==> config.mk <==
export PLATFORM = sky130hd
export DESIGN_NAME = fsmo_top
export DESIGN_NICKNAME = d
export VERILOG_FILES = /design/src/design/fsmo_pkg.sv /design/src/design/fsmo_lock_det.sv /design/src/design/fsmo_top.sv
export SDC_FILE = /design/constraint.sdc
export NUM_CORES = 1
export LEC_CHECK = 0
export ABC_AREA = 0
export BUFFER_PORTS_ARGS = -buffer_cell sky130_fd_sc_hd__buf_2
export CORE_MARGIN = 3
export CORE_UTILIZATION = 57
export CTS_BUF_LIST = sky130_fd_sc_hd__clkbuf_4 sky130_fd_sc_hd__clkbuf_8
export CTS_CLUSTER_DIAMETER = 30
export CTS_CLUSTER_SIZE = 40
export DETAILED_ROUTE_END_ITERATION = 12
export PLACE_DENSITY = 0.84
export SYNTH_ARGS = -nofsm -noshare
export SYNTH_HDL_FRONTEND = slang
export SYNTH_SLANG_ARGS = --single-unit
==> constraint.sdc <==
create_clock -name CLOCK_I -period 3.2 [get_ports CLOCK_I]
set_clock_uncertainty 0.05 [all_clocks]
set_input_delay 0.16 -clock CLOCK_I [delete_from_list [all_inputs] [get_ports CLOCK_I]]
set_output_delay 0.16 -clock CLOCK_I [all_outputs]
set_load 0.02 [all_outputs]
==> src/design/fsmo_pkg.sv <==
// Package for the frame sync monitor block: register map, field layout,
// timing constants, used by both design files, and the signal bundles of the top design file.
// Assumes a 20 MHz master clock and an AXI4-Lite register bus.
package fsmo_pkg;

  // ==========================================================
  // Clock and timing
  // ==========================================================
  localparam int unsigned CLK_PERIOD_NS = 50;
  // Crystal frame clock period at normal speed
  localparam int unsigned FRAME_CLK_NS = 136000;
  localparam int unsigned FRAME_CLK_CYC = FRAME_CLK_NS / CLK_PERIOD_NS;
  // Lock sampling rate
  localparam int unsigned LOCK_SAMPLE_HZ = 460;
  localparam int unsigned CLK_HZ = 1000000000 / CLK_PERIOD_NS;
  localparam int unsigned LOCK_SAMPLE_CYC = CLK_HZ / LOCK_SAMPLE_HZ;
  localparam int unsigned LOCK_MISS_LIMIT = 8;
  // Recovered bit clock period in master clocks
  localparam int unsigned BIT_CLK_CYC = 4;
  // Jitter buffer margin in frames
  localparam int unsigned BUF_MARGIN = 28;
  localparam int unsigned BUF_OFS_W = 8;

  // ==========================================================
  // Register map (byte addresses)
  // ==========================================================
  localparam int unsigned AXI_ADDR_W = 8;
  localparam logic [7:0] ADDR_CTRL = 8'h00;
  localparam logic [7:0] ADDR_STATUS = 8'h04;
  localparam logic [7:0] ADDR_INT_STAT = 8'h08;
  localparam logic [7:0] ADDR_INT_MASK = 8'h0c;
  localparam logic [1:0] RESP_OKAY = 2'h0;
  localparam logic [1:0] RESP_SLVERR = 2'h2;

  // Control: monitor select in the two low bits
  localparam logic [1:0] CTRL_RESET = 2'h0;
  localparam int unsigned SEL_W = 2;
  localparam int unsigned INT_W = 4;
  localparam logic [3:0] INT_MASK_RESET = 4'h0;
  // Interrupt event bit positions
  localparam int unsigned EV_OVERFLOW = 0;
  localparam int unsigned EV_LOCK_LOST = 1;
  localparam int unsigned EV_LOCK_GAINED = 2;
  localparam int unsigned EV_SYNC_MISSED = 3;

  // Monitor select codes
  typedef enum logic [1:0] {
    FSMO_SEL_SYNC = 2'h0,
    FSMO_SEL_INTERNAL = 2'h1,
    FSMO_SEL_CLOCK = 2'h2,
    FSMO_SEL_NONE = 2'h3
  } fsmo_sel_t;

  // ==========================================================
  // Bundles
  // ==========================================================
  // Status from the decoder core, same clock domain
  typedef struct packed {
    logic sync_det;
    logic sync_expect;
    logic win_released;
    logic c2_err;
    logic signed [BUF_OFS_W-1:0] buf_offset;
    logic [3:0] internal_monitor;
  } fsmo_dec_t;

  // Monitor flag set, one bit per signal
  typedef struct packed {
    logic raw_frame_sync_pulse_n;
    logic inverted_bit_clock_monitor;
    logic frame_sync_good_flag;
    logic sync_window_released_flag;
    logic crystal_frame_clock;
    logic second_stage_error_flag;
    logic jitter_buffer_overflow_flag;
  } fsmo_flags_t;

endpackage

==> src/design/fsmo_lock_det.sv <==
// Lock indicator: samples the sync good flag on a slow enable.
// Assumes good_i is on the same clock; reset is synchronous, active high.
`timescale 1ns/100ps
module fsmo_lock_det #(
  parameter int unsigned SAMPLE_CYCLES = fsmo_pkg::LOCK_SAMPLE_CYC,
  parameter int unsigned MISS_LIMIT = fsmo_pkg::LOCK_MISS_LIMIT
) (
  // Clock and reset
  input wire logic clk_i,
  input wire logic rst_i,
  // Flag in, lock out
  input wire logic good_i,
  output logic lock_o
);

  localparam int unsigned DIV_W = $clog2(SAMPLE_CYCLES);
  localparam int unsigned MISS_W = $clog2(MISS_LIMIT + 1);
  localparam logic [DIV_W-1:0] DIV_LAST = DIV_W'(SAMPLE_CYCLES - 1);
  localparam logic [MISS_W-1:0] MISS_LAST = MISS_W'(MISS_LIMIT - 1);

  logic [DIV_W-1:0] div_reg;
  logic [MISS_W-1:0] miss_reg;
  logic sample_en;

  assign sample_en = (div_reg == DIV_LAST);

  // ==========================================================
  // Sample rate divider
  // ==========================================================
  always_ff @(posedge clk_i) begin
    if (rst_i || sample_en) begin
      div_reg <= '0;
    end else begin
      div_reg <= div_reg + 1'b1;
    end
  end

  // ==========================================================
  // Lock decision
  // ==========================================================
  // high on sample, low after eight
  always_ff @(posedge clk_i) begin
    if (rst_i) begin
      miss_reg <= '0;
      lock_o <= 1'b0;
    end else if (sample_en) begin
      if (good_i) begin
        miss_reg <= '0;
        lock_o <= 1'b1;
      end else if (miss_reg == MISS_LAST) begin
        lock_o <= 1'b0;
      end else begin
        miss_reg <= miss_reg + 1'b1;
      end
    end
  end

endmodule // fsmo_lock_det

==> src/design/fsmo_top.sv <==
// Frame sync monitor outputs: flag generation, monitor pin routing,
// lock indicator and an AXI4-Lite register slave with interrupt.
// Assumes decoder status arrives on CLOCK_I; EFM input is asynchronous.
`timescale 1ns/100ps

// Operation
// Raw frame sync as low pulse
// Clock monitor is inverted bit clock
// Bit clock falls on EFM transitions
// Sync good when sync meets expected timing
// Flag high while protection window released
// Crystal frame clock, 136 us period
// Overflow when buffer exceeds 28 frames
// Flag shows second-stage error status
// Two-bit select routes four monitor pins
// Lock from sync good sampled 460 Hz
// Flags synchronous, inactive during reset; MONITOR_O is 0 in reset, so the raw sync pin shows its active low level
module fsmo_top #(
  parameter int unsigned SAMPLE_CYCLES = fsmo_pkg::LOCK_SAMPLE_CYC,
  parameter int unsigned FRAME_CYCLES = fsmo_pkg::FRAME_CLK_CYC,
  parameter int unsigned BIT_CYCLES = fsmo_pkg::BIT_CLK_CYC,
  parameter int unsigned MARGIN = fsmo_pkg::BUF_MARGIN
) (
  // Clock and reset
  input wire logic CLOCK_I,
  input wire logic SYS_RST_I,
  // Decoder core status
  input wire fsmo_pkg::fsmo_dec_t DEC_I,
  input wire logic EFM_I,
  // Monitor pins, lock and interrupt
  output logic [3:0] MONITOR_O,
  output logic LOCK_O,
  output logic IRQ_O,
  // AXI4-Lite write address and data
  input wire logic [fsmo_pkg::AXI_ADDR_W-1:0] S_AXI_AWADDR_I,
  input wire logic S_AXI_AWVALID_I,
  output logic S_AXI_AWREADY_O,
  input wire logic [31:0] S_AXI_WDATA_I,
  input wire logic [3:0] S_AXI_WSTRB_I,
  input wire logic S_AXI_WVALID_I,
  output logic S_AXI_WREADY_O,
  // AXI4-Lite write response
  output logic [1:0] S_AXI_BRESP_O,
  output logic S_AXI_BVALID_O,
  input wire logic S_AXI_BREADY_I,
  // AXI4-Lite read
  input wire logic [fsmo_pkg::AXI_ADDR_W-1:0] S_AXI_ARADDR_I,
  input wire logic S_AXI_ARVALID_I,
  output logic S_AXI_ARREADY_O,
  output logic [31:0] S_AXI_RDATA_O,
  output logic [1:0] S_AXI_RRESP_O,
  output logic S_AXI_RVALID_O,
  input wire logic S_AXI_RREADY_I
);

  localparam int unsigned BIT_W = $clog2(BIT_CYCLES);
  localparam logic [BIT_W-1:0] BIT_LAST = BIT_W'(BIT_CYCLES - 1);
  localparam logic [BIT_W-1:0] BIT_HALF = BIT_W'(BIT_CYCLES / 2);
  localparam int unsigned FRM_W = $clog2(FRAME_CYCLES);
  localparam logic [FRM_W-1:0] FRM_HALF_LAST =
    FRM_W'(FRAME_CYCLES / 2 - 1);
  localparam int unsigned OFS_W = fsmo_pkg::BUF_OFS_W;
  localparam logic signed [OFS_W-1:0] OFS_HI = OFS_W'(MARGIN);
  localparam logic signed [OFS_W-1:0] OFS_LO = -OFS_HI;
  localparam int unsigned SEL_W = fsmo_pkg::SEL_W;
  localparam int unsigned INT_W = fsmo_pkg::INT_W;

  fsmo_pkg::fsmo_flags_t flags_reg;
  logic efm_meta_reg;
  logic efm_sync_reg;
  logic efm_prev_reg;
  logic efm_edge;
  logic [BIT_W-1:0] bit_phase_reg;
  logic bit_clk_reg;
  logic [FRM_W-1:0] frm_cnt_reg;
  logic over_now;
  logic over_rise;
  logic sync_missed;
  logic lock;
  logic lock_prev_reg;
  logic [SEL_W-1:0] sel_reg;
  logic [INT_W-1:0] int_stat_reg;
  logic [INT_W-1:0] int_mask_reg;
  logic [INT_W-1:0] int_event;
  logic [INT_W-1:0] int_clear;

  // ==========================================================
  // EFM input synchroniser
  // ==========================================================
  always_ff @(posedge CLOCK_I) begin
    if (SYS_RST_I) begin
      efm_meta_reg <= 1'b0;
      efm_sync_reg <= 1'b0;
      efm_prev_reg <= 1'b0;
    end else begin
      efm_meta_reg <= EFM_I;
      efm_sync_reg <= efm_meta_reg;
      efm_prev_reg <= efm_sync_reg;
    end
  end

  assign efm_edge = efm_sync_reg ^ efm_prev_reg;

  // ==========================================================
  // Recovered bit clock
  // ==========================================================
  // falling edge aligned to transition
  always_ff @(posedge CLOCK_I) begin
    if (SYS_RST_I) begin
      bit_phase_reg <= '0;
    end else if (efm_edge) begin
      bit_phase_reg <= BIT_HALF;
    end else if (bit_phase_reg == BIT_LAST) begin
      bit_phase_reg <= '0;
    end else begin
      bit_phase_reg <= bit_phase_reg + 1'b1;
    end
  end

  // High in the first half, falls at the half point
  always_ff @(posedge CLOCK_I) begin
    if (SYS_RST_I) begin
      bit_clk_reg <= 1'b1;
    end else if (efm_edge) begin
      bit_clk_reg <= 1'b0;
    end else if (bit_phase_reg == BIT_LAST) begin
      bit_clk_reg <= 1'b1;
    end else if (bit_phase_reg == BIT_HALF - 1'b1) begin
      bit_clk_reg <= 1'b0;
    end
  end

  // ==========================================================
  // Crystal frame clock
  // ==========================================================
  // free divider from master clock
  always_ff @(posedge CLOCK_I) begin
    if (SYS_RST_I) begin
      frm_cnt_reg <= '0;
    end else if (frm_cnt_reg == FRM_HALF_LAST) begin
      frm_cnt_reg <= '0;
    end else begin
      frm_cnt_reg <= frm_cnt_reg + 1'b1;
    end
  end

  // ==========================================================
  // Monitor flags
  // ==========================================================
  assign over_now = (DEC_I.buf_offset > OFS_HI) ||
                    (DEC_I.buf_offset < OFS_LO);
  assign sync_missed = DEC_I.sync_expect && !DEC_I.sync_det;
  assign over_rise = over_now && !flags_reg.jitter_buffer_overflow_flag;

  // reset holds inactive levels
  always_ff @(posedge CLOCK_I) begin
    if (SYS_RST_I) begin
      flags_reg.raw_frame_sync_pulse_n <= 1'b1;
      flags_reg.inverted_bit_clock_monitor <= 1'b0;
      flags_reg.frame_sync_good_flag <= 1'b0;
      flags_reg.sync_window_released_flag <= 1'b0;
      flags_reg.crystal_frame_clock <= 1'b0;
      flags_reg.second_stage_error_flag <= 1'b0;
      flags_reg.jitter_buffer_overflow_flag <= 1'b0;
    end else begin
      // unprotected sync, active low
      flags_reg.raw_frame_sync_pulse_n <= ~DEC_I.sync_det;
      // inverse of bit clock
      flags_reg.inverted_bit_clock_monitor <= ~bit_clk_reg;
      // window released level
      flags_reg.sync_window_released_flag <= DEC_I.win_released;
      // second-stage error status
      flags_reg.second_stage_error_flag <= DEC_I.c2_err;
      // beyond plus or minus margin
      flags_reg.jitter_buffer_overflow_flag <= over_now;
      if (frm_cnt_reg == FRM_HALF_LAST) begin
        flags_reg.crystal_frame_clock <=
          ~flags_reg.crystal_frame_clock;
      end
      // sync at expected slot
      if (DEC_I.sync_expect) begin
        flags_reg.frame_sync_good_flag <= DEC_I.sync_det;
      end
    end
  end

  // ==========================================================
  // Lock indicator
  // ==========================================================
  // sampled sync good flag
  fsmo_lock_det #(
    .SAMPLE_CYCLES(SAMPLE_CYCLES),
    .MISS_LIMIT(fsmo_pkg::LOCK_MISS_LIMIT)
  ) u_lock (
    .clk_i(CLOCK_I),
    .rst_i(SYS_RST_I),
    .good_i(flags_reg.frame_sync_good_flag),
    .lock_o(lock)
  );

  assign LOCK_O = lock;

  always_ff @(posedge CLOCK_I) begin
    if (SYS_RST_I) begin
      lock_prev_reg <= 1'b0;
    end else begin
      lock_prev_reg <= lock;
    end
  end

  // ==========================================================
  // Monitor pin routing
  // ==========================================================
  // select chooses the pin set
  always_ff @(posedge CLOCK_I) begin
    if (SYS_RST_I) begin
      MONITOR_O <= 4'h0;
    end else begin
      unique case (fsmo_pkg::fsmo_sel_t'(sel_reg))
        fsmo_pkg::FSMO_SEL_SYNC: begin
          MONITOR_O <= {flags_reg.second_stage_error_flag,
                        flags_reg.frame_sync_good_flag,
                        flags_reg.inverted_bit_clock_monitor,
                        flags_reg.raw_frame_sync_pulse_n};
        end
        fsmo_pkg::FSMO_SEL_INTERNAL: begin
          MONITOR_O <= DEC_I.internal_monitor;
        end
        fsmo_pkg::FSMO_SEL_CLOCK: begin
          MONITOR_O <= {flags_reg.sync_window_released_flag,
                        flags_reg.jitter_buffer_overflow_flag,
                        flags_reg.inverted_bit_clock_monitor,
                        flags_reg.crystal_frame_clock};
        end
        fsmo_pkg::FSMO_SEL_NONE: begin
          MONITOR_O <= 4'h0;
        end
      endcase
    end
  end

  // ==========================================================
  // AXI4-Lite write channel
  // ==========================================================
  logic aw_held_reg;
  logic w_held_reg;
  logic [fsmo_pkg::AXI_ADDR_W-1:0] awaddr_reg;
  logic [31:0] wdata_reg;
  logic [3:0] wstrb_reg;
  logic wr_do;
  logic wr_lo;

  assign S_AXI_AWREADY_O = !aw_held_reg && !S_AXI_BVALID_O;
  assign S_AXI_WREADY_O = !w_held_reg && !S_AXI_BVALID_O;
  assign wr_do = aw_held_reg && w_held_reg && !S_AXI_BVALID_O;
  assign wr_lo = wr_do && wstrb_reg[0];

  always_ff @(posedge CLOCK_I) begin
    if (SYS_RST_I) begin
      aw_held_reg <= 1'b0;
      awaddr_reg <= '0;
    end else if (S_AXI_AWVALID_I && S_AXI_AWREADY_O) begin
      aw_held_reg <= 1'b1;
      awaddr_reg <= S_AXI_AWADDR_I;
    end else if (wr_do) begin
      aw_held_reg <= 1'b0;
    end
  end

  always_ff @(posedge CLOCK_I) begin
    if (SYS_RST_I) begin
      w_held_reg <= 1'b0;
      wdata_reg <= 32'h0;
      wstrb_reg <= 4'h0;
    end else if (S_AXI_WVALID_I && S_AXI_WREADY_O) begin
      w_held_reg <= 1'b1;
      wdata_reg <= S_AXI_WDATA_I;
      wstrb_reg <= S_AXI_WSTRB_I;
    end else if (wr_do) begin
      w_held_reg <= 1'b0;
    end
  end

  always_ff @(posedge CLOCK_I) begin
    if (SYS_RST_I) begin
      S_AXI_BVALID_O <= 1'b0;
      S_AXI_BRESP_O <= fsmo_pkg::RESP_OKAY;
    end else if (wr_do) begin
      S_AXI_BVALID_O <= 1'b1;
      unique case (awaddr_reg)
        fsmo_pkg::ADDR_CTRL, fsmo_pkg::ADDR_STATUS,
        fsmo_pkg::ADDR_INT_STAT, fsmo_pkg::ADDR_INT_MASK: begin
          S_AXI_BRESP_O <= fsmo_pkg::RESP_OKAY;
        end
        default: begin
          S_AXI_BRESP_O <= fsmo_pkg::RESP_SLVERR;
        end
      endcase
    end else if (S_AXI_BREADY_I) begin
      S_AXI_BVALID_O <= 1'b0;
    end
  end

  // ==========================================================
  // Control and interrupt registers
  // ==========================================================
  // software monitor select
  always_ff @(posedge CLOCK_I) begin
    if (SYS_RST_I) begin
      sel_reg <= fsmo_pkg::CTRL_RESET;
    end else if (wr_lo && awaddr_reg == fsmo_pkg::ADDR_CTRL) begin
      sel_reg <= wdata_reg[SEL_W-1:0];
    end
  end

  always_ff @(posedge CLOCK_I) begin
    if (SYS_RST_I) begin
      int_mask_reg <= fsmo_pkg::INT_MASK_RESET;
    end else if (wr_lo && awaddr_reg == fsmo_pkg::ADDR_INT_MASK) begin
      int_mask_reg <= wdata_reg[INT_W-1:0];
    end
  end

  always_comb begin
    int_event = '0;
    int_event[fsmo_pkg::EV_OVERFLOW] = over_rise;
    int_event[fsmo_pkg::EV_LOCK_LOST] = lock_prev_reg && !lock;
    int_event[fsmo_pkg::EV_LOCK_GAINED] = !lock_prev_reg && lock;
    int_event[fsmo_pkg::EV_SYNC_MISSED] = sync_missed;
  end

  assign int_clear = (wr_lo && awaddr_reg == fsmo_pkg::ADDR_INT_STAT) ?
                     wdata_reg[INT_W-1:0] : '0;

  // Set wins over a write-one clear
  always_ff @(posedge CLOCK_I) begin
    if (SYS_RST_I) begin
      int_stat_reg <= '0;
    end else begin
      int_stat_reg <= (int_stat_reg & ~int_clear) | int_event;
    end
  end

  assign IRQ_O = |(int_stat_reg & int_mask_reg);

  // ==========================================================
  // AXI4-Lite read channel
  // ==========================================================
  logic [31:0] status_word;

  always_comb begin
    status_word = 32'h0;
    status_word[0] = flags_reg.raw_frame_sync_pulse_n;
    status_word[1] = flags_reg.inverted_bit_clock_monitor;
    status_word[2] = flags_reg.frame_sync_good_flag;
    status_word[3] = flags_reg.sync_window_released_flag;
    status_word[4] = flags_reg.crystal_frame_clock;
    status_word[5] = flags_reg.second_stage_error_flag;
    status_word[6] = flags_reg.jitter_buffer_overflow_flag;
    status_word[7] = lock;
  end

  assign S_AXI_ARREADY_O = !S_AXI_RVALID_O;

  always_ff @(posedge CLOCK_I) begin
    if (SYS_RST_I) begin
      S_AXI_RVALID_O <= 1'b0;
      S_AXI_RDATA_O <= 32'h0;
      S_AXI_RRESP_O <= fsmo_pkg::RESP_OKAY;
    end else if (S_AXI_ARVALID_I && S_AXI_ARREADY_O) begin
      S_AXI_RVALID_O <= 1'b1;
      S_AXI_RRESP_O <= fsmo_pkg::RESP_OKAY;
      unique case (S_AXI_ARADDR_I)
        fsmo_pkg::ADDR_CTRL: begin
          S_AXI_RDATA_O <= {{(32-SEL_W){1'b0}}, sel_reg};
        end
        fsmo_pkg::ADDR_STATUS: begin
          S_AXI_RDATA_O <= status_word;
        end
        fsmo_pkg::ADDR_INT_STAT: begin
          S_AXI_RDATA_O <= {{(32-INT_W){1'b0}}, int_stat_reg};
        end
        fsmo_pkg::ADDR_INT_MASK: begin
          S_AXI_RDATA_O <= {{(32-INT_W){1'b0}}, int_mask_reg};
        end
        default: begin
          S_AXI_RDATA_O <= 32'h0;
          S_AXI_RRESP_O <= fsmo_pkg::RESP_SLVERR;
        end
      endcase
    end else if (S_AXI_RREADY_I) begin
      S_AXI_RVALID_O <= 1'b0;
    end
  end

endmodule // fsmo_top

# Word level (Yosys, flattened, before mapping)

Cells that the tools add are included.

Input bits: 76
Output and inout port bits: 47
Register bits: 114
Word-level logic and storage cells: 123

Muxes and demuxes: 21
Reduce and logical (&&, ||, !) cells: 41
Bitwise gates (word level): 8
Add/subtract/negate cells: 4
Order comparisons: 2
Eq/ne operators: 15

Operators by type and width:

| cell                    | count |
|---|---|
| $eq A8 B4 Y1 const B    | 4 |
| $pmux W8 S4             | 1 |
| $add A16 B1 Y16 const B | 1 |
| $eq A16 B16 Y1 const B  | 1 |
| $eq A8 B3 Y1 const B    | 2 |
| $logic_not A8 Y1        | 2 |
| $pmux W4 S4             | 1 |
| $logic_and A1 B1 Y1     | 15 |
| $add A12 B1 Y12 const B | 1 |
| $eq A12 B11 Y1 const B  | 1 |
| $mux W1                 | 12 |
| $mux W4                 | 3 |
| $reduce_or A4 Y1        | 3 |
| $reduce_bool A2 Y1      | 5 |
| $and A4 B4 Y4           | 2 |
| $gt A8 B6 Y1 const B    | 1 |
| $logic_not A1 Y1        | 8 |
| $lt A8 B6 Y1 const B    | 1 |
| $mux W2                 | 4 |
| $eq A2 B2 Y1 const B    | 3 |
| $add A4 B1 Y4 const B   | 1 |
| $eq A2 B1 Y1 const B    | 2 |
| $eq A4 B3 Y1 const B    | 1 |
| $not A4 Y4              | 1 |
| 11 further kinds        | 15 |

# Logic depth before layout (Yosys ltp)

Gate-level depths: netlist of run 1.

Word-level depth: 8
Gate-level depth with buffers: 8

# Modules after synthesis

Synthesis of run 1 repeated with hierarchy kept, for this count alone.

Cell total of the unflattened synthesis: 429
Area, all modules: 3,849.9 µm²

Modules (own cells, without submodules):

| module        | cells an instance | seq. area each (µm²) | times used | area each (µm²) |
|---|---|---|---|---|
| fsmo_top      | 320               | 1,341.3              | 1          | 2,895.3 |
| fsmo_lock_det | 109               | 420.4                | 1          | 954.7 |

# Least setup slack after synthesis of run 1

Ideal clock, no wire load.

Path type: reg-to-reg
Start point: reg S_AXI_BVALID_O
End point: reg wdata_reg[3]
Slack: 1,574 ps
Data required time: 3,022 ps
Stages on the path, launching flop included: 6
Arrival time: 1,448 ps
Cells stage by stage: dfxtp_1 nor2_1 and2_1 clkbuf_1 mux2i_1 nor2_1

Word-level cells in the longest chain between the ends: 3

Ends and longest elaborated chain:

| element                  | RTL line        | RTL |
|---|---|---|
| from (decl)              | fsmo_top.sv:44  | `output logic S_AXI_BVALID_O,` |
| from (signal assigned)   | fsmo_top.sv:286 | `S_AXI_BVALID_O <= 1'b0;` |
| from (signal assigned)   | fsmo_top.sv:289 | `S_AXI_BVALID_O <= 1'b1;` |
| from (signal assigned)   | fsmo_top.sv:300 | `S_AXI_BVALID_O <= 1'b0;` |
| $logic_not A1 Y1         | fsmo_top.sv:254 | `assign S_AXI_WREADY_O = !w_held_reg && !S_AXI_BVALID_O;` |
| $logic_and A1 B1 Y1      | fsmo_top.sv:254 |  |
| named net S_AXI_WREADY_O | fsmo_top.sv:41  | `output logic S_AXI_WREADY_O,` |
| $logic_and A1 B1 Y1      | fsmo_top.sv:275 | `end else if (S_AXI_WVALID_I && S_AXI_WREADY_O) begin` |
| to (signal assigned)     | fsmo_top.sv:273 | `wdata_reg <= 32'h0;` |
| to (signal assigned)     | fsmo_top.sv:277 | `wdata_reg <= S_AXI_WDATA_I;` |
| to (decl)                | fsmo_top.sv:248 | `logic [31:0] wdata_reg;` |

The timed path passes the listed nets, and every way through them passes these cells.
A chain may end at the register's enable or synchronous reset.

# Final worst setup path of run 1

Start point: reg awaddr_reg[1] (netlist bit)
End point: reg int_mask_reg[2]

Word-level cells in the longest chain between the ends: 2

Ends and longest elaborated chain:

| element                | RTL line        | RTL |
|---|---|---|
| from (decl)            | fsmo_top.sv:247 | `logic [fsmo_pkg::AXI_ADDR_W-1:0] awaddr_reg;` |
| from (signal assigned) | fsmo_top.sv:261 | `awaddr_reg <= '0;` |
| from (signal assigned) | fsmo_top.sv:264 | `awaddr_reg <= S_AXI_AWADDR_I;` |
| $eq A8 B4 Y1           | fsmo_top.sv:319 | `end else if (wr_lo && awaddr_reg == fsmo_pkg::ADDR_INT_MASK) begin` |
| $logic_and A1 B1 Y1    | fsmo_top.sv:319 |  |
| to (signal assigned)   | fsmo_top.sv:318 | `int_mask_reg <= fsmo_pkg::INT_MASK_RESET;` |
| to (signal assigned)   | fsmo_top.sv:320 | `int_mask_reg <= wdata_reg[INT_W-1:0];` |
| to (decl)              | fsmo_top.sv:83  | `logic [INT_W-1:0] int_mask_reg;` |

Every way passes these cells.

==> out/results.txt, run 1 <==
outcome: finished clean
hold crit path type: primary input to flop
antenna viol nets, final: 0
crit path kind: flop to flop
Crit Path Max Fanout: 4
Post-synth EDFFs: 0
Mapped Avg Cell Area: 9.04 sq um
crit path capture type: flop
row cnt: 29
initial antenna violation count: 0
Startpoint Class: flop
ranking of synthesized cells by area: dfxtp_1, nor2_1, buf_4
r2r endpoint: int_mask_reg[2]$_SDFFE_PP0P_
non-filler cells, final: 585
RSZ-0062 raised after global routing: false
area grow syn2layout: 17.0%
Rel. slew slack: 59.5%
RePlAce Congestion: 0.793
Synth warnings: 0
final period utilization: 55.5%
die area: 0.00785 sq mm
cell-internal power: 1.79 mW
reg-to-reg setup timing slack: 1420 ps
Mapped Area: 0.00389 sq mm
vias after detailed routing: 3099
Crit path largest cell delay: 560 ps
DRT met1 WL: 3300 microns
Cell variety after synth: 51
Clock Power Share: 40.5%
Overall Global Routing Usage: 20.1%
clock-pin slew on the worst setup and hold paths: 80 ps
Gate power share: 9.0%
CP max-delay cell: nor4_1
Switch Pwr: 522 uW
Post-CTS Setup Inserts: 0
Yosys top cell by area: dfxtp_1
Yosys top cell area share: 45.3%
R2R cell count: 4
HPWL Detailed: 5360 microns
TritonRoute pass-1 iters: 4
top cells by count, synth: dfxtp_1, nor2_1, nand2_1, a21oi_1, buf_4
die height: 88.6 microns
CTS H-tree depth: 3
DR DRC count: 0
utilization after layout: 70.1%
# nets final: 585
metal2 WL: 3720 microns
Iteration-0 DRC Markers: 142
GR Overflow Total: 0
setup ws final: 1420 ps
Final Instance Area: 0.00455 sq mm
WP buf/inv: 0
Syn Inst Count: 430
final setup fails: 0
max reg flops: 16
Worst VDD drop: 0.000285 V
critical-path cell list: nor4_1 -> and4_1 -> mux2i_1 -> nor2_1
Async S/R FF share, synth: 0%
hold path depth: 3
count leader, synth: dfxtp_1
final total power: 2.32 mW
FF+latch count, synth: 88
Post-DP Area: 0.00414 sq mm
sequential share of the synthesized area: 45.3%
TritonCTS clock tree: yes
I/O pin total: 123
drt wl/cell: 12.9 microns
n_diodes: 0
maximum buffer depth of the clock tree: 2
Setup crit start: awaddr_reg[1]$_SDFFE_PP0P_
Place WS: 1460 ps
largest net degree at the start of global routing: 60
Sink Count: 88
Core Box Area: 0.00649 sq mm
Seq pwr share: 50.4%
final slew viol count: 0
CTS root buf: clkbuf_8
max cap viols: 0
Hold Path End: wdata_reg[1]$_SDFFE_PP0P_
initial core utilization: 59.9%
first-pass GRT wire length: 12300 microns
share of layout cells above drive strength 1: 18.5%
post-DR vias/cell: 5.30
final hold vios: 0
CTS buffer count: 9
hold_ws: 7.58 ps
placed insts: 554
post-cts gate resize count: 0
post-detailed-routing wire length: 7540 microns
f_max: 563 MHz
number of global-route vias before repair: 2789
I/O Buffers: 65
Top Metal Used: met4
pwr/cell area: 509 mW/mm^2
WL met3: 367 microns
reg2reg start: awaddr_reg[1]$_SDFFE_PP0P_
worst-margin pin slew: 601 ps
crit path time final: 1780 ps
setup TNS: 0 ps
critical path required time: 3370 ps
Pleak: 1.86 nW
Main synth FF type: dfxtp_1
Worst EP arrival: 1950 ps
delay-heaviest family, CP: simple AND/OR/NAND/NOR gates
sw frac: 22.6%
clock latency at the later pin of the worst-skew pair: 350 ps
Die Span X: 88.6 microns
HP Start: S_AXI_WDATA_I[1]
==> worst max-delay path by stage <==
stage                                          endpoint  cells after the start
final                      int_mask_reg[2]$_SDFFE_PP0P_                      4
after global routing       u_lock.div_reg[3]$_SDFF_PP0_                      5
after CTS                  int_mask_reg[2]$_SDFFE_PP0P_                      4
after detailed placement  u_lock.div_reg[10]$_SDFF_PP0_                      5
after global placement     int_mask_reg[1]$_SDFFE_PP0P_                      4
after floorplan               wdata_reg[3]$_SDFFE_PP0P_                      5
==> worst register-to-register path: cells and delay by family (launching register included) <==
family | cells | cell delay, ps
AND/OR/NAND/NOR | 3 | 1050
flip-flops | 1 | 320
multiplexers | 1 | 230
==> power groups by stage <==
stage               clock network, mW  logic, mW  registers, mW
floorplan                           0      0.157           1.19
global placement                    0      0.188           1.19
detailed placement                  0      0.193           1.19
CTS                             0.960      0.209           1.17
global route                     1.01      0.236           1.17
finish                          0.939      0.209           1.17
==> cells by family after synthesis <==
group,share of synthesized area (%)
DFF,45.3
muxes,5.86
other,0.0964
and+or+nand+nor,24.4
AOI/OAI and AO/OA,8.69
adders and majority gates,1.93
buffers and inverters,8.08
xor gates and xnor gates,5.63
==> layout by cell type, fill, tap and decap left out, types with 4 or more instances in the layout <==
| cell | netlist | layout |
|---|---|---|
| a22oi_1 | 10 | 10 |
| clkbuf_8 | 0 | 11 |
| dfxtp_1 | 88 | 88 |
| nand3_1 | 11 | 11 |
| nor2_1 | 66 | 66 |
| nand2_1 | 30 | 30 |
| mux2i_1 | 16 | 16 |
| xor2_1 | 10 | 10 |
| and3_1 | 4 | 4 |
| inv_1 | 12 | 12 |
| nor2b_1 | 8 | 8 |
| dlygate4sd3_1 | 0 | 15 |
| buf_2 | 1 | 65 |
| a21oi_1 | 27 | 27 |
| nor4_1 | 5 | 5 |
| xnor2_1 | 15 | 15 |
| nand4_1 | 10 | 10 |
| ha_1 | 6 | 6 |
| nor3_1 | 10 | 10 |
| conb_1 | 1 | 26 |
| nand2b_1 | 11 | 11 |
==> area by class of cell <==
| cell class | count | area (sq um) |
|---|---|---|
| Inverter | 12 | 45.0 |
| Fill cell | 506 | 1940 |
| Tap cell | 77 | 96.3 |
| Sequential cell | 88 | 1760 |
| Clock inverter | 4 | 98.8 |
| Timing Repair Buffer | 81 | 483 |
| Clock buffer | 12 | 159 |
| Multi-Input combinational cell | 311 | 1910 |
==> metal layers <==
metal	track usage (%)	vias up
met3	6.52	16
met2	33.9	91
li1	-	1573
met1	23.8	1419
met5	0	-
met4	7.28	0
==> timing repair <==
| item | 4_1_cts | 5_1_grt |
|---|---|---|
| endpoints found under the setup margin | 0 | 0 |
| endpoints found under the hold margin | 15 | 0 |
| hold buffers | 15 | 0 |
Note: power is estimated with default switching activity, not from simulation.
==> inputs of run 2 (changes only) <==
Settings changed: CORE_UTILIZATION 57 to 48, PLACE_DENSITY 0.84 to 0.75.
Clock period 3.2 ns to 1.47 ns, I/O delays scaled along.
==> run 2 against run 1 <==
The flow now finishes with violations (setup timing). Clock-buffer cell count decreased by 3. Combinational power increased to 2.8 times the previous value. First-iteration DRC count decreased by 35%. Hold slack improved by 14 ps. Utilization decreased by 4.7 points. Sequential cell count unchanged. Sequential power increased by 120%. Non-clock buffer count increased by 51. Clock power increased by 99%.
==> out/results.txt, run 2 (same netlist as run 1, synthesis figures left out) <==
r2r endpoint: u_lock.miss_reg[0]$_SDFFE_PP0P_ (was int_mask_reg[2]$_SDFFE_PP0P_)
RePlAce Congestion: 0.829 (was 0.793)
TritonRoute pass-1 iters: 4 (unchanged)
Sink Count: 88 (unchanged)
Die Span X: 96.0 microns (was 88.6 microns)
placed insts: 618 (was 554)
maximum buffer depth of the clock tree: 2 (unchanged)
final setup fails: 13 (was 0)
initial core utilization: 49.8% (was 59.9%)
post-detailed-routing wire length: 8720 microns (was 7540 microns)
GR Overflow Total: 0 (unchanged)
most common cell after layout, fill and taps aside: dfxtp_1 (unchanged)
Worst VDD drop: 0.000506 V (was 0.000285 V)
R2R cell count: 6 (was 4)
clock latency at the later pin of the worst-skew pair: 360 ps (was 350 ps)
outcome: finished with violations (was finished clean)
initial antenna violation count: 0 (unchanged)
max cap viols: 0 (unchanged)
failing checks: setup timing
first-pass GRT wire length: 13700 microns (was 12300 microns)
reg2reg start: u_lock.div_reg[1]$_SDFF_PP0_ (was awaddr_reg[1]$_SDFFE_PP0P_)
I/O pin total: 123 (unchanged)
share of layout cells above drive strength 1: 29.7% (was 18.5%)
vias after detailed routing: 3321 (was 3099)
non-filler cells, final: 661 (was 585)
Core Box Area: 0.00781 sq mm (was 0.00649 sq mm)
most frequent cells in the layout: dfxtp_1, nor2_1, buf_2 (unchanged)
crit path kind: flop to flop (unchanged)
die area: 0.00922 sq mm (was 0.00785 sq mm)
Place WS: -109 ps (was 1460 ps)
f_max: 624 MHz (was 563 MHz)
antenna viol nets, final: 0 (unchanged)
Crit Path Max Fanout: 4 (unchanged)
I/O Buffers: 65 (unchanged)
clock-pin slew on the worst setup and hold paths: 90 ps (was 80 ps)
largest net degree at the start of global routing: 37 (was 60)
final hold vios: 0 (unchanged)
Pleak: 2.12 nW (was 1.86 nW)
max reg flops: 16 (unchanged)
drt wl/cell: 13.2 microns (was 12.9 microns)
reg-to-reg setup timing slack: -130 ps (was 1420 ps)
Iteration-0 DRC Markers: 93 (was 142)
critical path required time: 1700 ps (was 3370 ps)
fill cell count: 616 (was 506)
CTS H-tree depth: 3 (unchanged)
final slew viol count: 0 (unchanged)
Startpoint Class: flop (unchanged)
Worst EP arrival: 1830 ps (was 1950 ps)
HPWL Detailed: 5910 microns (was 5360 microns)
n_diodes: 0 (unchanged)
row cnt: 32 (was 29)
die height: 96.0 microns (was 88.6 microns)
Setup crit end: u_lock.miss_reg[0]$_SDFFE_PP0P_ (was int_mask_reg[2]$_SDFFE_PP0P_)
Overall Global Routing Usage: 18.8% (was 20.1%)
# nets final: 636 (was 585)
crit path capture type: flop (unchanged)
pwr/cell area: 979 mW/mm^2 (was 509 mW/mm^2)
hold path depth: 3 (unchanged)
CTS buffer count: 9 (unchanged)
crit path time final: 1600 ps (was 1780 ps)
RSZ-0062 raised after global routing: true (was false)
hold crit path type: primary input to flop (unchanged)
post-DR vias/cell: 5.02 (was 5.30)
Setup crit start: u_lock.div_reg[1]$_SDFF_PP0_ (was awaddr_reg[1]$_SDFFE_PP0P_)
number of global-route vias before repair: 3152 (was 2789)
DR DRC count: 0 (unchanged)
setup ws final: -131 ps (was 1420 ps)
CTS root buf: clkbuf_8 (unchanged)
TritonCTS clock tree: yes (unchanged)
area grow syn2layout: 31.3% (was 17.0%)
final period utilization: 109% (was 55.5%)
-- run 2: layout make-up --
| type | count | area (sq um) | share of cell area [%] |
|---|---|---|---|
| clock buffer | 9 | 124 | 2.43 |
| clock inverter | 7 | 103 | 2.01 |
| inverter | 12 | 45.0 | 0.882 |
| multi-input combinational | 311 | 2000 | 39.2 |
| sequential | 88 | 1770 | 34.7 |
| tap | 102 | 128 | 2.50 |
| timing repair buffer | 132 | 932 | 18.3 |
-- run 2: routing by layer --
layer	GRT usage (%)	vias up	wire [microns]
met5	0	-	0
met4	6.64	0	99
met3	4.22	10	433
met2	32.9	93	4470
met1	22.5	1540	3720
li1	-	1678	-
-- run 2: through the flow --
step	TNS [ps]	util [%]	power, mW	instance area, sq um	hold WS (ps)
global placement	-258	57.7	3.07	4500	223
global route	-3230	65.4	5.21	5110	35.3
finish	-734	65.4	5.00	5110	22.0
detailed placement	-844	57.7	3.09	4500	233
CTS	-218	64.0	4.99	4990	7.47
floorplan	-75.8	-	2.94	4000	97.2
-- run 2: what timing repair did --
| action | CTS | global route |
|---|---|---|
| setup endpoints to repair | 15 | 47 |
| buffers inserted | 2 | 1 |
| endpoints found under the hold margin | 25 | 0 |
| resized for setup | 7 | 21 |
| pin swaps | 6 | 14 |
| hold buffers | 23 | 0 |
| cloned | 0 | 1 |
-- run 2: worst min path at each step --
stage / slack, ps / startpoint / endpoint
finish: 20 / DEC_I[6] / flags_reg[0]$_SDFF_PP0_
global route: 40 / DEC_I[6] / flags_reg[0]$_SDFF_PP0_
CTS: 7 / DEC_I[6] / flags_reg[0]$_SDFF_PP0_
detailed placement: 230 / DEC_I[15] / flags_reg[6]$_SDFF_PP1_
global placement: 220 / DEC_I[15] / flags_reg[6]$_SDFF_PP1_
floorplan: 100 / DEC_I[15] / flags_reg[6]$_SDFF_PP1_
-- run 2: power breakdown --
group          internal, mW  switching (mW)  leakage [nW]
registers              2.47          0.0695         0.720
logic                 0.271           0.314          1.29
clock network         0.978           0.893         0.111
-- run 2: critical path, cell delays in order, from the launching register on --
cell and delay [ps]:
dfxtp_2 330, inv_2 40, ha_1 120, and4b_1 210, nand4_2 120, or4_1 490
a21oi_1 170
==> inputs of run 3 (changes only) <==
Settings changed: SETUP_SLACK_MARGIN set to 0.4.
==> run 3 against run 2 <==
The flow still finishes with violations (setup timing). Non-clock buffer count increased by 8. Sequential share of layout area decreased by 1.8 points. Clock-buffer cell count increased by 3. Utilization increased by 5.4 points. Hold slack got worse by 1.6 ps. Register-to-register slack about the same. Cell area increased by 8.2%. Via count increased by 5.7%. Clock power about the same.
==> out/results.txt, run 3 (same netlist as run 1, synthesis figures left out) <==
outcome: finished with violations (unchanged)
failing checks: setup timing (unchanged)
row cnt: 32 (unchanged)
Crit Path Max Fanout: 8 (was 4)
TritonCTS clock tree: yes (unchanged)
vias after detailed routing: 3511 (was 3321)
crit path time final: 1600 ps (about the same)
pwr/cell area: 926 mW/mm^2 (was 979 mW/mm^2)
max cap viols: 0 (unchanged)
clock-pin slew on the worst setup and hold paths: 90 ps (about the same)
Place WS: -90.1 ps (was -109 ps)
Overall Global Routing Usage: 21.0% (was 18.8%)
critical path required time: 1660 ps (was 1700 ps)
CTS H-tree depth: 3 (unchanged)
final setup fails: 23 (was 13)
Die Span X: 96.0 microns (unchanged)
final slew viol count: 0 (unchanged)
CTS buffer count: 9 (unchanged)
post-detailed-routing wire length: 9690 microns (was 8720 microns)
Worst VDD drop: 0.000517 V (was 0.000506 V)
largest net degree at the start of global routing: 24 (was 37)
HPWL Detailed: 6050 microns (was 5910 microns)
TritonRoute pass-1 iters: 4 (unchanged)
most common cell after layout, fill and taps aside: dfxtp_1 (unchanged)
number of global-route vias before repair: 3365 (was 3152)
I/O Buffers: 65 (unchanged)
maximum buffer depth of the clock tree: 2 (unchanged)
setup ws final: -128 ps (was -131 ps)
Worst EP arrival: 1790 ps (was 1830 ps)
clock latency at the later pin of the worst-skew pair: 350 ps (was 360 ps)
area grow syn2layout: 42.1% (was 31.3%)
first-pass GRT wire length: 15200 microns (was 13700 microns)
n_diodes: 0 (unchanged)
Iteration-0 DRC Markers: 138 (was 93)
critical path's most frequent cell: buf_4
antenna viol nets, final: 0 (unchanged)
Startpoint Class: flop (unchanged)
Post-DP Area: 0.00458 sq mm (was 0.00450 sq mm)
DR DRC count: 0 (unchanged)
Core Box Area: 0.00781 sq mm (unchanged)
reg2reg start: u_lock.div_reg[1]$_SDFF_PP0_ (unchanged)
initial antenna violation count: 0 (unchanged)
RSZ-0062 raised after global routing: true (unchanged)
drt wl/cell: 14.5 microns (was 13.2 microns)
HP Start: DEC_I[6] (unchanged)
critical-path cell list: inv_2 -> ha_4 -> and4b_1 -> nand4_2 -> buf_4 -> buf_4 -> nand2b_4 -> clkbuf_16 -> nor2_1 (was inv_2 -> ha_1 -> and4b_1 -> nand4_2 -> or4_1 -> a21oi_1)
Sink Count: 88 (unchanged)
I/O pin total: 123 (unchanged)
max reg flops: 16 (unchanged)
CTS root buf: clkbuf_8 (unchanged)
initial core utilization: 49.8% (unchanged)
share of layout cells above drive strength 1: 40.0% (was 29.7%)
die height: 96.0 microns (unchanged)
WP buf/inv: 4 (was 1)
RePlAce Congestion: 0.849 (was 0.829)
post-DR vias/cell: 5.25 (was 5.02)
final period utilization: 109% (about the same)
die area: 0.00922 sq mm (unchanged)
CP max-delay cell: dfxtp_2 (was or4_1)
GR Overflow Total: 0 (unchanged)
Pleak: 2.26 nW (was 2.12 nW)
Crit path largest cell delay: 330 ps (was 490 ps)
most frequent cells in the layout: dfxtp_1, nor2_1, buf_2 (unchanged)
Final Instance Area: 0.00553 sq mm (was 0.00511 sq mm)
crit path kind: flop to flop (unchanged)
crit path capture type: flop (unchanged)
Setup crit start: u_lock.div_reg[1]$_SDFF_PP0_ (unchanged)
delay-heaviest family, CP: buffers and inverters (was simple AND/OR/NAND/NOR gates)
hold crit path type: primary input to flop (unchanged)
setup TNS: -2090 ps (was -734 ps)
f_max: 626 MHz (was 624 MHz)
final hold vios: 0 (unchanged)
# nets final: 644 (was 636)
[run 3: where the power goes]
part / leakage [nW] / switching (mW) / internal (mW)
Sequential: 0.731 / 0.0717 / 2.46
Clock: 0.116 / 0.819 / 1.07
Combinational: 1.41 / 0.360 / 0.330
[run 3: repair_timing]
action | in CTS | in global routing
hold buffers | 22 | 0
buffers inserted | 15 | 2
endpoints found under the setup margin | 76 | 78
endpoints found under the hold margin | 23 | 0
gates resized for setup | 74 | 31
pin swaps | 35 | 16
gates cloned | 1 | 1
[run 3: area by class of cell]
type,count,area [sq um]
fill,572,2280
multi-input combinational,311,2230
sequential,88,1820
timing repair buffer,140,1060
clock buffer,12,159
tap,102,128
clock inverter,4,76.3
inverter,12,47.5
[run 3: path summary, 6_finish.rpt]
kind,slack [ps],to,depth (start not counted)
setup / recovery,-130,u_lock.div_reg[9]$_SDFF_PP0_,9
hold / removal,20,flags_reg[0]$_SDFF_PP0_,3
setup reg to reg,-130,u_lock.div_reg[9]$_SDFF_PP0_,9
hold reg to reg,380,flags_reg[5]$_SDFF_PP0_,1
[run 3: metrics by stage]
step                      hold slack, ps  instances  power [mW]  util, %
final                               20.4        669        5.11     70.8
after global placement               225        612        3.09     58.6
after detailed placement             232        612        3.11     58.6
after CTS                          0.169        666        5.13     69.0
after global routing                26.9        669        5.33     70.8
after floorplan                     97.2        455        2.99        -
[run 3: routing by layer]
metal  wire (microns)  vias to the layer above  GRT usage, %
met5                0                        -             0
met4              180                        0          6.87
met3              446                       23          4.93
met2             5160                      115          38.1
met1             3900                     1678          24.1
li1                 -                     1695             -
[run 3: worst register-to-register path, cell delays in order, from the launching register on]
cell and delay, ps:
dfxtp_2 330, inv_2 60, ha_4 110, and4b_1 220, nand4_2 110, buf_4 170, buf_4 140, nand2b_4 100
clkbuf_16 160, nor2_1 40
